===== config.mk =====
export PLATFORM = sky130hd
export DESIGN_NAME = pcpwm_top
export DESIGN_NICKNAME = d
export VERILOG_FILES = /design/src/logic/pcpwm_pkg.sv /design/src/logic/pcpwm_top.sv
export SDC_FILE = /design/constraint.sdc
export NUM_CORES = 1
export LEC_CHECK = 0
export BUFFER_PORTS_ARGS = -buffer_cell sky130_fd_sc_hd__buf_2
export CAP_MARGIN = 10
export CORE_ASPECT_RATIO = 0.5
export CORE_MARGIN = 8
export CORE_UTILIZATION = 52
export CTS_CLUSTER_SIZE = 8
export DETAILED_ROUTE_END_ITERATION = 8
export PLACE_DENSITY_LB_ADDON = 0.15
export SYNTH_ARGS = -nofsm -noshare
export SYNTH_HDL_FRONTEND = slang
export SYNTH_SLANG_ARGS = --single-unit

===== constraint.sdc =====
create_clock -name clk -period 7.52 [get_ports clk]
set_input_delay 0.752 -clock clk [delete_from_list [all_inputs] [get_ports clk]]
set_output_delay 0.752 -clock clk [all_outputs]
set_load 0.01 [all_outputs]

===== src/logic/pcpwm_pkg.sv =====
// Constants and types for the dual-slope PWM timer pair
// What this block does
// RL1: Modes 1 and 5 count up then down
// RL2: TOP is 0xFF in mode 1, compare A in 5
// RL3: Non-inverting: clear on up match, set on down
// RL4: Inverting: set on up match, clear on down
// RL5: Hold TOP one tick, then count down
// RL6: Overflow flag set on reaching BOTTOM
// RL7: Action two non-inverted, three inverted PWM
// RL8: Action 01 toggles A when high mode bit set
// RL9: Nonzero action lets output A override port
// RL10: Software sets pin direction to drive it
// RL11: Period is 510 ticks of prescaled clock in mode 1, twice compare A in 5
// RL12: Non-inverting: compare BOTTOM constant low, MAX constant high
// RL13: Level at MAX matches up-count match result
// RL14: Missed up match repaired at BOTTOM
// RL15: Fully synchronous, tick only a clock enable
// RL16: Non-PWM actions: off, toggle, clear, set
// RL17: Fast PWM: match clears or sets, TOP reverses
// RL18: Compare equal TOP: act at TOP instead
// RL19: Control A field layout, bits 3:2 zero
// RL20: Third mode bit lives in control B
// RL21: Output B phase-correct actions, 01 reserved
// RL22: Compare writes take effect at TOP in PWM modes, a clock later otherwise
// RL23: Reset: BOTTOM, counting up, outputs low, off
package pcpwm_pkg;
    // Register offsets, index 1 is timer 1, index 0 timer 0
    localparam logic [1:0][7:0] OFF_CTRL_A = {8'h2f, 8'h30};
    localparam logic [1:0][7:0] OFF_CTRL_B = {8'h2e, 8'h33};
    localparam logic [1:0][7:0] OFF_COUNT  = {8'h2d, 8'h32};
    localparam logic [1:0][7:0] OFF_CMP_A  = {8'h2c, 8'h36};
    localparam logic [1:0][7:0] OFF_CMP_B  = {8'h2b, 8'h3c};
    localparam logic [7:0]      OFF_FLAGS  = 8'h38;
    // Field positions
    localparam int ACT_A_LSB    = 6;
    localparam int ACT_B_LSB    = 4;
    localparam int MODE_LO_LSB  = 0;
    localparam int MODE_HI_BIT  = 3;
    localparam logic [7:0] CTRL_A_WMASK = 8'hf3;
    localparam logic [7:0] RESET_VAL    = 8'h00;
    localparam logic [7:0] BOTTOM       = 8'h00;
    localparam logic [7:0] MAX          = 8'hff;
    localparam int PC_PERIOD_TICKS      = 510;
    // Waveform modes
    localparam logic [2:0] MODE_NORMAL  = 3'h0;
    localparam logic [2:0] MODE_PC_MAX  = 3'h1;
    localparam logic [2:0] MODE_CTC     = 3'h2;
    localparam logic [2:0] MODE_FP_MAX  = 3'h3;
    localparam logic [2:0] MODE_PC_CMP  = 3'h5;
    localparam logic [2:0] MODE_FP_CMP  = 3'h7;
    // Output actions
    localparam logic [1:0] ACT_OFF      = 2'h0;
    localparam logic [1:0] ACT_TOGGLE   = 2'h1;
    localparam logic [1:0] ACT_CLEAR    = 2'h2;
    localparam logic [1:0] ACT_SET      = 2'h3;
    // Register select codes
    localparam logic [2:0] SEL_NONE  = 3'h0;
    localparam logic [2:0] SEL_CTLA  = 3'h1;
    localparam logic [2:0] SEL_CTLB  = 3'h2;
    localparam logic [2:0] SEL_CNT   = 3'h3;
    localparam logic [2:0] SEL_CMPA  = 3'h4;
    localparam logic [2:0] SEL_CMPB  = 3'h5;
    localparam logic [2:0] SEL_FLAGS = 3'h6;

    typedef enum logic {DIR_UP = 1'b0, DIR_DOWN = 1'b1} pcpwm_dir_t;
endpackage : pcpwm_pkg


===== src/logic/pcpwm_top.sv =====
// Two 8-bit timers with phase correct PWM and compare outputs
`timescale 1ns/100ps
module pcpwm_top
    import pcpwm_pkg::*;
(
    input  wire logic       clk,
    input  wire logic       sys_rst,
    input  wire logic [7:0] reg_addr,
    input  wire logic [7:0] reg_wdata,
    input  wire logic       reg_wr,
    input  wire logic       reg_rd,
    output logic      [7:0] reg_rdata,
    input  wire logic [1:0] timer_tick_enable,
    output logic      [1:0] wave_out_a,
    output logic      [1:0] wave_out_b,
    output logic      [1:0] pin_override_a,
    output logic      [1:0] pin_override_b,
    output logic      [1:0] overflow_flag
);
    typedef struct packed {
        logic [7:0] ctrl_a;
        logic       mode_hi;
        logic [7:0] cnt;
        pcpwm_dir_t dir;
        logic [7:0] cmpa_buf;
        logic [7:0] cmpb_buf;
        logic [7:0] cmpa;
        logic [7:0] cmpb;
        logic       wave_a;
        logic       wave_b;
        logic       ovr_a;
        logic       ovr_b;
        logic       ovf;
    } pcpwm_tmr_t;

    typedef struct packed {
        pcpwm_tmr_t [1:0] tm;
        logic [7:0]       rdata;
    } pcpwm_state_t;

    pcpwm_state_t s_reg;
    pcpwm_state_t s_next;

    // Decode an address into {timer, register select}
    function automatic logic [3:0] reg_sel(input logic [7:0] a);
        logic [3:0] r;
        r = {1'b0, SEL_NONE};
        if (a == OFF_FLAGS) r = {1'b0, SEL_FLAGS};
        for (int i = 0; i < 2; i++) begin
            if (a == OFF_CTRL_A[i]) r = {i[0], SEL_CTLA};
            if (a == OFF_CTRL_B[i]) r = {i[0], SEL_CTLB};
            if (a == OFF_COUNT[i])  r = {i[0], SEL_CNT};
            if (a == OFF_CMP_A[i])  r = {i[0], SEL_CMPA};
            if (a == OFF_CMP_B[i])  r = {i[0], SEL_CMPB};
        end
        return r;
    endfunction : reg_sel

    // TOP value for a mode
    function automatic logic [7:0] top_of(input logic [2:0] m, input logic [7:0] ca);
        logic [7:0] t;
        t = MAX;                                            // RL2
        if (m == MODE_PC_CMP || m == MODE_FP_CMP || m == MODE_CTC) t = ca; // RL2
        return t;
    endfunction : top_of

    // New compare output level on one tick
    function automatic logic wave_step(input logic [2:0] m, input logic [1:0] act,
                                       input logic is_a, input logic [7:0] cnt,
                                       input logic [7:0] cmp, input pcpwm_dir_t d,
                                       input logic [7:0] tp, input logic old);
        logic       r;
        logic       pc;
        logic       fp;
        logic       hit;
        logic       at_top;
        logic [7:0] top;
        top    = 8'h00;
        r      = old;
        pc     = (m == MODE_PC_MAX) || (m == MODE_PC_CMP);
        fp     = (m == MODE_FP_MAX) || (m == MODE_FP_CMP);
        hit    = (cnt == cmp);
        top    = tp;                                        // RL2
        at_top = (cnt == top);
        if (pc || fp) begin
            if (act == ACT_TOGGLE) begin
                if (is_a && m[2] && hit) r = ~old;          // RL8
            end else if (act[1]) begin                      // RL7
                if (fp) begin
                    if (at_top) r = ~act[0];                // RL17 RL18
                    else if (hit) r = act[0];               // RL17
                end else if (cmp == top) begin
                    if (at_top) r = ~act[0];                // RL18 RL12
                end else if (hit) begin
                    if (d == DIR_DOWN && cnt != BOTTOM) r = ~act[0]; // RL3 RL4 RL21
                    else r = act[0];                        // RL3 RL4 RL12
                end else if (cnt == BOTTOM) begin
                    r = ~act[0];                            // RL13 RL14
                end
            end
        end else if (hit) begin
            unique case (act)                               // RL16
                ACT_OFF:    r = old;
                ACT_TOGGLE: r = ~old;
                ACT_CLEAR:  r = 1'b0;
                ACT_SET:    r = 1'b1;
            endcase
        end
        return r;
    endfunction : wave_step

    // Next state: bus access, counting, outputs and flags
    always_comb begin
        logic [3:0] wsel;
        logic [3:0] rsel;
        logic [2:0] m;
        logic [7:0] top;
        logic [7:0] c;
        logic       pwm;
        logic       tick;
        logic       at_top;
        wsel   = reg_sel(reg_addr);
        rsel   = reg_sel(reg_addr);
        m      = 3'h0;
        top    = 8'h00;
        c      = 8'h00;
        pwm    = 1'b0;
        tick   = 1'b0;
        at_top = 1'b0;
        s_next = s_reg;
        s_next.rdata = 8'h00;
        for (int i = 0; i < 2; i++) begin
            m      = {s_reg.tm[i].mode_hi, s_reg.tm[i].ctrl_a[MODE_LO_LSB +: 2]}; // RL20
            top    = top_of(m, s_reg.tm[i].cmpa);
            c      = s_reg.tm[i].cnt;
            pwm    = (m == MODE_PC_MAX) || (m == MODE_PC_CMP) ||
                     (m == MODE_FP_MAX) || (m == MODE_FP_CMP);
            tick   = timer_tick_enable[i];                  // RL15
            at_top = (c == top);
            // Compare values
            if (!pwm) begin
                s_next.tm[i].cmpa = s_reg.tm[i].cmpa_buf;
                s_next.tm[i].cmpb = s_reg.tm[i].cmpb_buf;
            end else if (tick && at_top) begin
                s_next.tm[i].cmpa = s_reg.tm[i].cmpa_buf;  // RL22
                s_next.tm[i].cmpb = s_reg.tm[i].cmpb_buf;  // RL22
            end
            if (tick) begin
                // Outputs switch on the tick's compare state
                s_next.tm[i].wave_a = wave_step(m, s_reg.tm[i].ctrl_a[ACT_A_LSB +: 2],
                    1'b1, c, s_reg.tm[i].cmpa, s_reg.tm[i].dir, top, s_reg.tm[i].wave_a);
                s_next.tm[i].wave_b = wave_step(m, s_reg.tm[i].ctrl_a[ACT_B_LSB +: 2],
                    1'b0, c, s_reg.tm[i].cmpb, s_reg.tm[i].dir, top, s_reg.tm[i].wave_b);
                // Counting sequence
                if (m == MODE_PC_MAX || m == MODE_PC_CMP) begin
                    if (s_reg.tm[i].dir == DIR_UP) begin
                        if (c >= top) begin
                            s_next.tm[i].dir = DIR_DOWN;    // RL5
                            s_next.tm[i].cnt = (c == BOTTOM) ? BOTTOM : c - 8'h01; // RL1
                        end else begin
                            s_next.tm[i].cnt = c + 8'h01;   // RL1 RL11
                        end
                    end else if (c == BOTTOM) begin
                        s_next.tm[i].dir = DIR_UP;          // RL1
                        s_next.tm[i].cnt = (top == BOTTOM) ? BOTTOM : 8'h01;
                    end else begin
                        s_next.tm[i].cnt = c - 8'h01;       // RL1 RL11
                        if (c == 8'h01) s_next.tm[i].ovf = 1'b1; // RL6
                    end
                end else if (m == MODE_FP_MAX || m == MODE_FP_CMP) begin
                    s_next.tm[i].cnt = at_top ? BOTTOM : c + 8'h01;
                    if (at_top) s_next.tm[i].ovf = 1'b1;
                end else if (m == MODE_CTC) begin
                    s_next.tm[i].cnt = at_top ? BOTTOM : c + 8'h01;
                    if (c == MAX) s_next.tm[i].ovf = 1'b1;
                end else begin
                    s_next.tm[i].cnt = c + 8'h01;
                    if (c == MAX) s_next.tm[i].ovf = 1'b1;
                end
            end
            // Pin override follows the action fields
            s_next.tm[i].ovr_a = |s_reg.tm[i].ctrl_a[ACT_A_LSB +: 2]; // RL9
            s_next.tm[i].ovr_b = |s_reg.tm[i].ctrl_a[ACT_B_LSB +: 2];
        end
        // Register writes; a counter write beats the tick
        if (reg_wr) begin
            unique case (wsel[2:0])
                SEL_CTLA:  s_next.tm[wsel[3]].ctrl_a = reg_wdata & CTRL_A_WMASK; // RL19
                SEL_CTLB:  s_next.tm[wsel[3]].mode_hi = reg_wdata[MODE_HI_BIT]; // RL20
                SEL_CNT:   s_next.tm[wsel[3]].cnt = reg_wdata;
                SEL_CMPA:  s_next.tm[wsel[3]].cmpa_buf = reg_wdata;
                SEL_CMPB:  s_next.tm[wsel[3]].cmpb_buf = reg_wdata;
                SEL_FLAGS: begin
                    // Write one clears, a same-cycle set of a clear flag wins
                    for (int i = 0; i < 2; i++) begin
                        if (reg_wdata[i] && s_next.tm[i].ovf == s_reg.tm[i].ovf)
                            s_next.tm[i].ovf = 1'b0;
                    end
                end
                default: ;
            endcase
        end
        // Register reads, data one cycle later
        if (reg_rd) begin
            unique case (rsel[2:0])
                SEL_CTLA:  s_next.rdata = s_reg.tm[rsel[3]].ctrl_a & CTRL_A_WMASK; // RL19
                SEL_CTLB:  s_next.rdata = {4'h0, s_reg.tm[rsel[3]].mode_hi, 3'h0};
                SEL_CNT:   s_next.rdata = s_reg.tm[rsel[3]].cnt;
                SEL_CMPA:  s_next.rdata = s_reg.tm[rsel[3]].cmpa_buf;
                SEL_CMPB:  s_next.rdata = s_reg.tm[rsel[3]].cmpb_buf;
                SEL_FLAGS: s_next.rdata = {6'h00, s_reg.tm[1].ovf, s_reg.tm[0].ovf};
                default:   s_next.rdata = 8'h00;
            endcase
        end
    end

    // State register with synchronous reset
    always_ff @(posedge clk) begin
        if (sys_rst) begin
            s_reg <= '0;                                    // RL23
        end else begin
            s_reg <= s_next;
        end
    end

    // Outputs straight from the state register
    assign reg_rdata = s_reg.rdata;
    generate
        for (genvar g = 0; g < 2; g++) begin : g_out
            assign wave_out_a[g]     = s_reg.tm[g].wave_a;
            assign wave_out_b[g]     = s_reg.tm[g].wave_b;
            assign pin_override_a[g] = s_reg.tm[g].ovr_a;   // RL9 RL10
            assign pin_override_b[g] = s_reg.tm[g].ovr_b;
            assign overflow_flag[g]  = s_reg.tm[g].ovf;
        end
    endgenerate

    // Checks on timer 0
    logic [2:0] m0;
    logic [7:0] top0;
    logic       pc0;
    assign m0   = {s_reg.tm[0].mode_hi, s_reg.tm[0].ctrl_a[1:0]};
    assign top0 = top_of(m0, s_reg.tm[0].cmpa);
    assign pc0  = (m0 == MODE_PC_MAX) || (m0 == MODE_PC_CMP);

    // Checks on timer 1, where compare A can be TOP
    logic [2:0] m1;
    logic [7:0] top1;
    logic       pc1;
    assign m1   = {s_reg.tm[1].mode_hi, s_reg.tm[1].ctrl_a[1:0]};
    assign top1 = top_of(m1, s_reg.tm[1].cmpa);
    assign pc1  = (m1 == MODE_PC_MAX) || (m1 == MODE_PC_CMP);
endmodule : pcpwm_top


# Word level (Yosys, flattened, before mapping)
# Index checks and enable logic that the tools add are counted.
# Widths: inputs -> output; s select.
dict set report op_classes {
  order_cmp 4
  addsub 4
  reduce_logical 40
  bitwise_logic 9
  muxes 140
  eq_ne 55
}
# cell count
set op_table {}
lappend op_table {{$bwmux 110} 5}
lappend op_table {{$pmux 54 s5} 2}
lappend op_table {{$demux 55 s1} 5}
lappend op_table {{$mux 55} 3}
lappend op_table {{$mux 8} 16}
lappend op_table {{$mux 101} 1}
lappend op_table {{$eq 8x6->1 const B} 11}
lappend op_table {{$eq 8x8->1} 10}
lappend op_table {{$mux 1} 76}
lappend op_table {{$mux 16} 4}
lappend op_table {{$pmux 8 s6} 1}
lappend op_table {{$mux 47} 1}
lappend op_table {{$mux 46} 1}
lappend op_table {{$mux 37} 1}
lappend op_table {{$mux 9} 4}
lappend op_table {{$logic_not 8->1} 4}
lappend op_table {{$mux 29} 1}
lappend op_table {{$eq 3x3->1 const B} 7}
lappend op_table {{$mux 4} 5}
lappend op_table {{$eq 3x2->1 const B} 6}
lappend op_table {{$mux 3} 6}
lappend op_table {{$add 8x1->8 const B} 2}
lappend op_table {{$eq 2x2->1 const B} 8}
lappend op_table {{$eq 8x1->1 const B} 2}
lappend op_table {{other kinds (19)} 70}
dict set report totals {
  out_inout_bits 18
  input_bits 22
  wordCells 279
  ff_bits 118
}

# Logic depth before layout (Yosys ltp)
dict set report depth {
  depth_word 19
  mapped_depth 17
  depth_no_buf 13
}

# Worst setup path before layout
# Ideal clock, no wire load.
dict set report synth_path {
  path_type {flip-flop to flip-flop}
  startpoint {register s_reg (netlist bit m1[2])}
  endpoint {register s_reg[103] (netlist name)}
  path_stages_with_launch 18
  arrival_ps 3311
  setup_time_ps 95
  n_path_buf 4
  synth_period_minus_slack_ps 3406
  path_slack_ps 4114
  required_time_ps 7425
  path_cell_list {dfxtp_1 > buf_2 > or3b_1 > and2_1 > clkbuf_1 > clkbuf_1 > nor2_1 > inv_1 > ha_1 > nand2b_1 > a221o_1 > o22ai_1 > a31oi_1 > o211ai_1 > buf_2 > a21boi_0 > o21bai_1 > a221oi_1}
}
dict set report synth_via {
  elab_chain_len 13
  elab_cells_between_ends 26
  cone_classes {1 x order compare; 6 x eq/ne; 15 x mux; 4 x reduce/logical}
}
# item line_no
set synth_lines {}
lappend synth_lines {{start: declaration} pcpwm_top.sv:41} ;# pcpwm_state_t s_reg;
lappend synth_lines {{start signal: assignment} pcpwm_top.sv:222} ;# s_reg <= s_next;
lappend synth_lines {{parallel branches: the longest is 8 deep, another holds $ge 8x8->1} --}
lappend synth_lines {{$mux 8 (*)} pcpwm_top.sv:155} ;# if (m == MODE_PC_MAX || m == MODE_PC_CMP) begin
lappend synth_lines {{$mux 9 (*)} pcpwm_top.sv:148} ;# if (tick) begin
lappend synth_lines {{$bwmux 110, on equally long branches} --}
lappend synth_lines {{$pmux 54 s5} pcpwm_top.sv:187} ;# unique case (wsel[2:0])
lappend synth_lines {{$mux 101 (*)} pcpwm_top.sv:186} ;# if (reg_wr) begin
# Every way passes the cells marked *.
# A chain may end at the register's enable or synchronous reset.

# Final worst setup path
dict set report layout_path {
  startpoint {register s_reg (netlist bit m0[0])}
  endpoint {register s_reg[53] (netlist name)}
}
# The elaborated chain is that of the path after synthesis.

==> results.ini <==
[run_status]
status = complete, no violations

[sta]
post-route-period-util_pct = 54.2
fmax_mhz = 245
setup_slack_ps = 3450
holdWs_ps = 510
tightest_slew_ps = 1030
finClkSkew_ps = 11.4
setup_viol = 0
rsz0062_at_grt = false
hold_viol_final = 0
max_slew_margin_pct = 30.4
report.final.slew_viol_count = 0
period_minus_slack_ps = 4070
tns_ps = 0

[pwr]
leakagePower_nw = 3.64
peakVddDrop_mv = 0.159
total_power_mw = 1.63
p_per_area_nw_per_um2 = 185

[global_routing]
grt_usage_pct = 24.4
globalRouteOverflowTotal = 0
grt_max_degree = 93
grt_pass1_vias = 7269
grt_pass1_wl_mm = 40.7
antenna_found_initial = 0

[clock_tree]
hold_buffers = 0
cts-root-buf = clkbuf_16
clock_latency_ps = 420
tritoncts = built
htreeDepth = 4
clkSinkCount = 114
cts_buffer_depth = 2
cts-resized-gates = 0
clk_pin_slew_ps = 60
post_cts_buffers = 0
cts_buffers = 17

[worst_setup_path]
path_buf_inv = 1
worstPathCellList = nand2_1 > and2_4 > or2_2 > ha_1 > nand2_1 > a2111o_1 > a22oi_2 > nor4b_2 > buf_4 > nor2_1 > a211oi_1 > a211oi_1 > o31ai_1
cp_top_family = simple AND/OR/NAND/NOR gates
critPathCaptureType = register
start_kind = register
slowest_stage = dfxtp_1
worstSetupPathDepth = 13
reg2reg_slack_ps = 3450
path_class = register to register
critPathRequiredTime_ps = 7790
ff2ff_path_depth = 13
path_max_fanout = 24
reg2reg_to = s_reg[53]
cpPeakStageDelay_ps = 900
crit_arrival_ps = 4350
r2r_start = m0[0]

[yosys]
synth_top_cell_by_area = dfxtp_1
synth_area_um2 = 8220
synth.top_cells.by_area = dfxtp_1 28%, mux2i_1 9.5%, nor2_1 7.4%, clkbuf_1 4.0%, a21oi_1 4.0%
synth_most_common_cell = nor2_1
synth_commonest_cells = 161 x nor2_1, 114 x dfxtp_1, 88 x clkbuf_1
syn-num-nets = 1115
seq_area_frac_synth_pct = 27.8
synthCells = 1074
ys_ff_latch = 114
yosys_warnings = 0
synth.avg_cell_area_um2 = 7.66
async_reset_ff_share_pct = 0
synth_edf_count = 0
ys.flop_type = dfxtp_1
synthDistinctLibCells = 79
netlist.area_leader.share_pct = 27.8

[die]
start_util_pct = 53.3
core-area_um2 = 15400
dieHeight_um = 105
rows = 32
boundaryPins = 40
die-width_um = 194
die-area_um2 = 20300

[route]
vias = 7995
dr.first_iter.drc_count = 1114
antenna_left = 0
drt-wirelength-per-cell_um = 20.6
first_pass_iters = 8
drc = 0
post_drt_via_cell_ratio = 6.47
wirelength_mm = 25.5

[worst_hold_path]
hp-class = register to register
whs_path_depth = 2
min-delay-start = overflow_flag[1]
min_to = reg_rdata[1]

[placement]
gp_congestion = 0.969
port-buffer-count = 39
post-place-ws_ps = 3560
placed_cell_area_um2 = 8200
hpwl_mm = 17.6

[cells_and_area]
layout-drive-gt1-share_pct = 9.50
n_antenna_cell = 0
largest_register_ffs = 90
fin_nets = 1060
fin_area_um2 = 8810
synthToLayoutAreaGrowth_pct = 7.20

[job]
drv_cap = 0

-- per-layer routing --
metal	global-route usage, %	up-vias	wire (um)
met2	38.1	350	11200
met1	33.3	3809	11600
li1	-	3782	-
met5	0	-	0
met3	5.22	54	2200
met4	7.75	0	549
-- layout by cell type, fill, tap and decap left out, types with 20 or more instances in the layout --
cell	count
xnor2_1	20
a21oi_1	65
o21ai_0	48
buf_2	38
mux2i_1	78
inv_1	21
nand3_1	29
xor2_1	32
dfxtp_1	114
a211oi_1	22
nor2_1	161
nand2_1	68
a22o_1	21
nor3_1	23
-- logic make-up (layout without fill, tap and decap cells) --
kind of cell / after synthesis / count (layout) / share of synthesized area, %
adder cells (fa/ha/maj): 21 / 21 / 3.14
multiplexers: 80 / 80 / 9.82
buffers and inverters: 142 / 100 / 7.62
flip-flops: 114 / 114 / 27.8
XOR/XNOR: 52 / 52 / 5.54
AO/OA/AOI/OAI: 281 / 281 / 23.9
AND/OR/NAND/NOR: 384 / 384 / 22.2
-- per-stage QoR --
| stage | std cells | utilization (%) |
|---|---|---|
| 6_report | 1236 | 57.2 |
| 5_1_grt | 1236 | 57.2 |
| 4_1_cts | 1236 | 57.2 |
| 3_5_place_dp | 1204 | 53.2 |
| 3_3_place_gp | 1204 | 53.2 |
| 2_1_floorplan | 1074 | - |
-- power by group --
part / switching [mW] / internal [mW] / leakage (nW)
Combinational: 0.0940 / 0.0517 / 2.43
Clock: 0.323 / 0.534 / 0.294
Sequential: 0.0196 / 0.608 / 0.920
-- worst max path at each step --
stage | startpoint | endpoint | slack, ps
after floorplan | m1[2] | s_reg[103] | 4110
after global placement | m0[0] | s_reg[53] | 3630
after detailed placement | m1[1] | s_reg[106] | 3560
after CTS | m1[1] | s_reg[106] | 3530
after global routing | m1[1] | s_reg[106] | 3150
final | m0[0] | s_reg[53] | 3450
-- tightest hold or removal path, stage by stage (launching register included) --
cell and delay [ps]:
dfxtp_1 330, nand3_1 70, a21oi_1 60
-- area by class of cell --
cell class,count,area [um2]
Inverter,22,82.6
Timing Repair Buffer,46,250
Fill cell,1416,6600
Clock inverter,14,179
Tap cell,204,255
Clock buffer,18,439
Multi-Input combinational cell,818,5330
Sequential cell,114,2280
(Power assumes the default switching activity.)
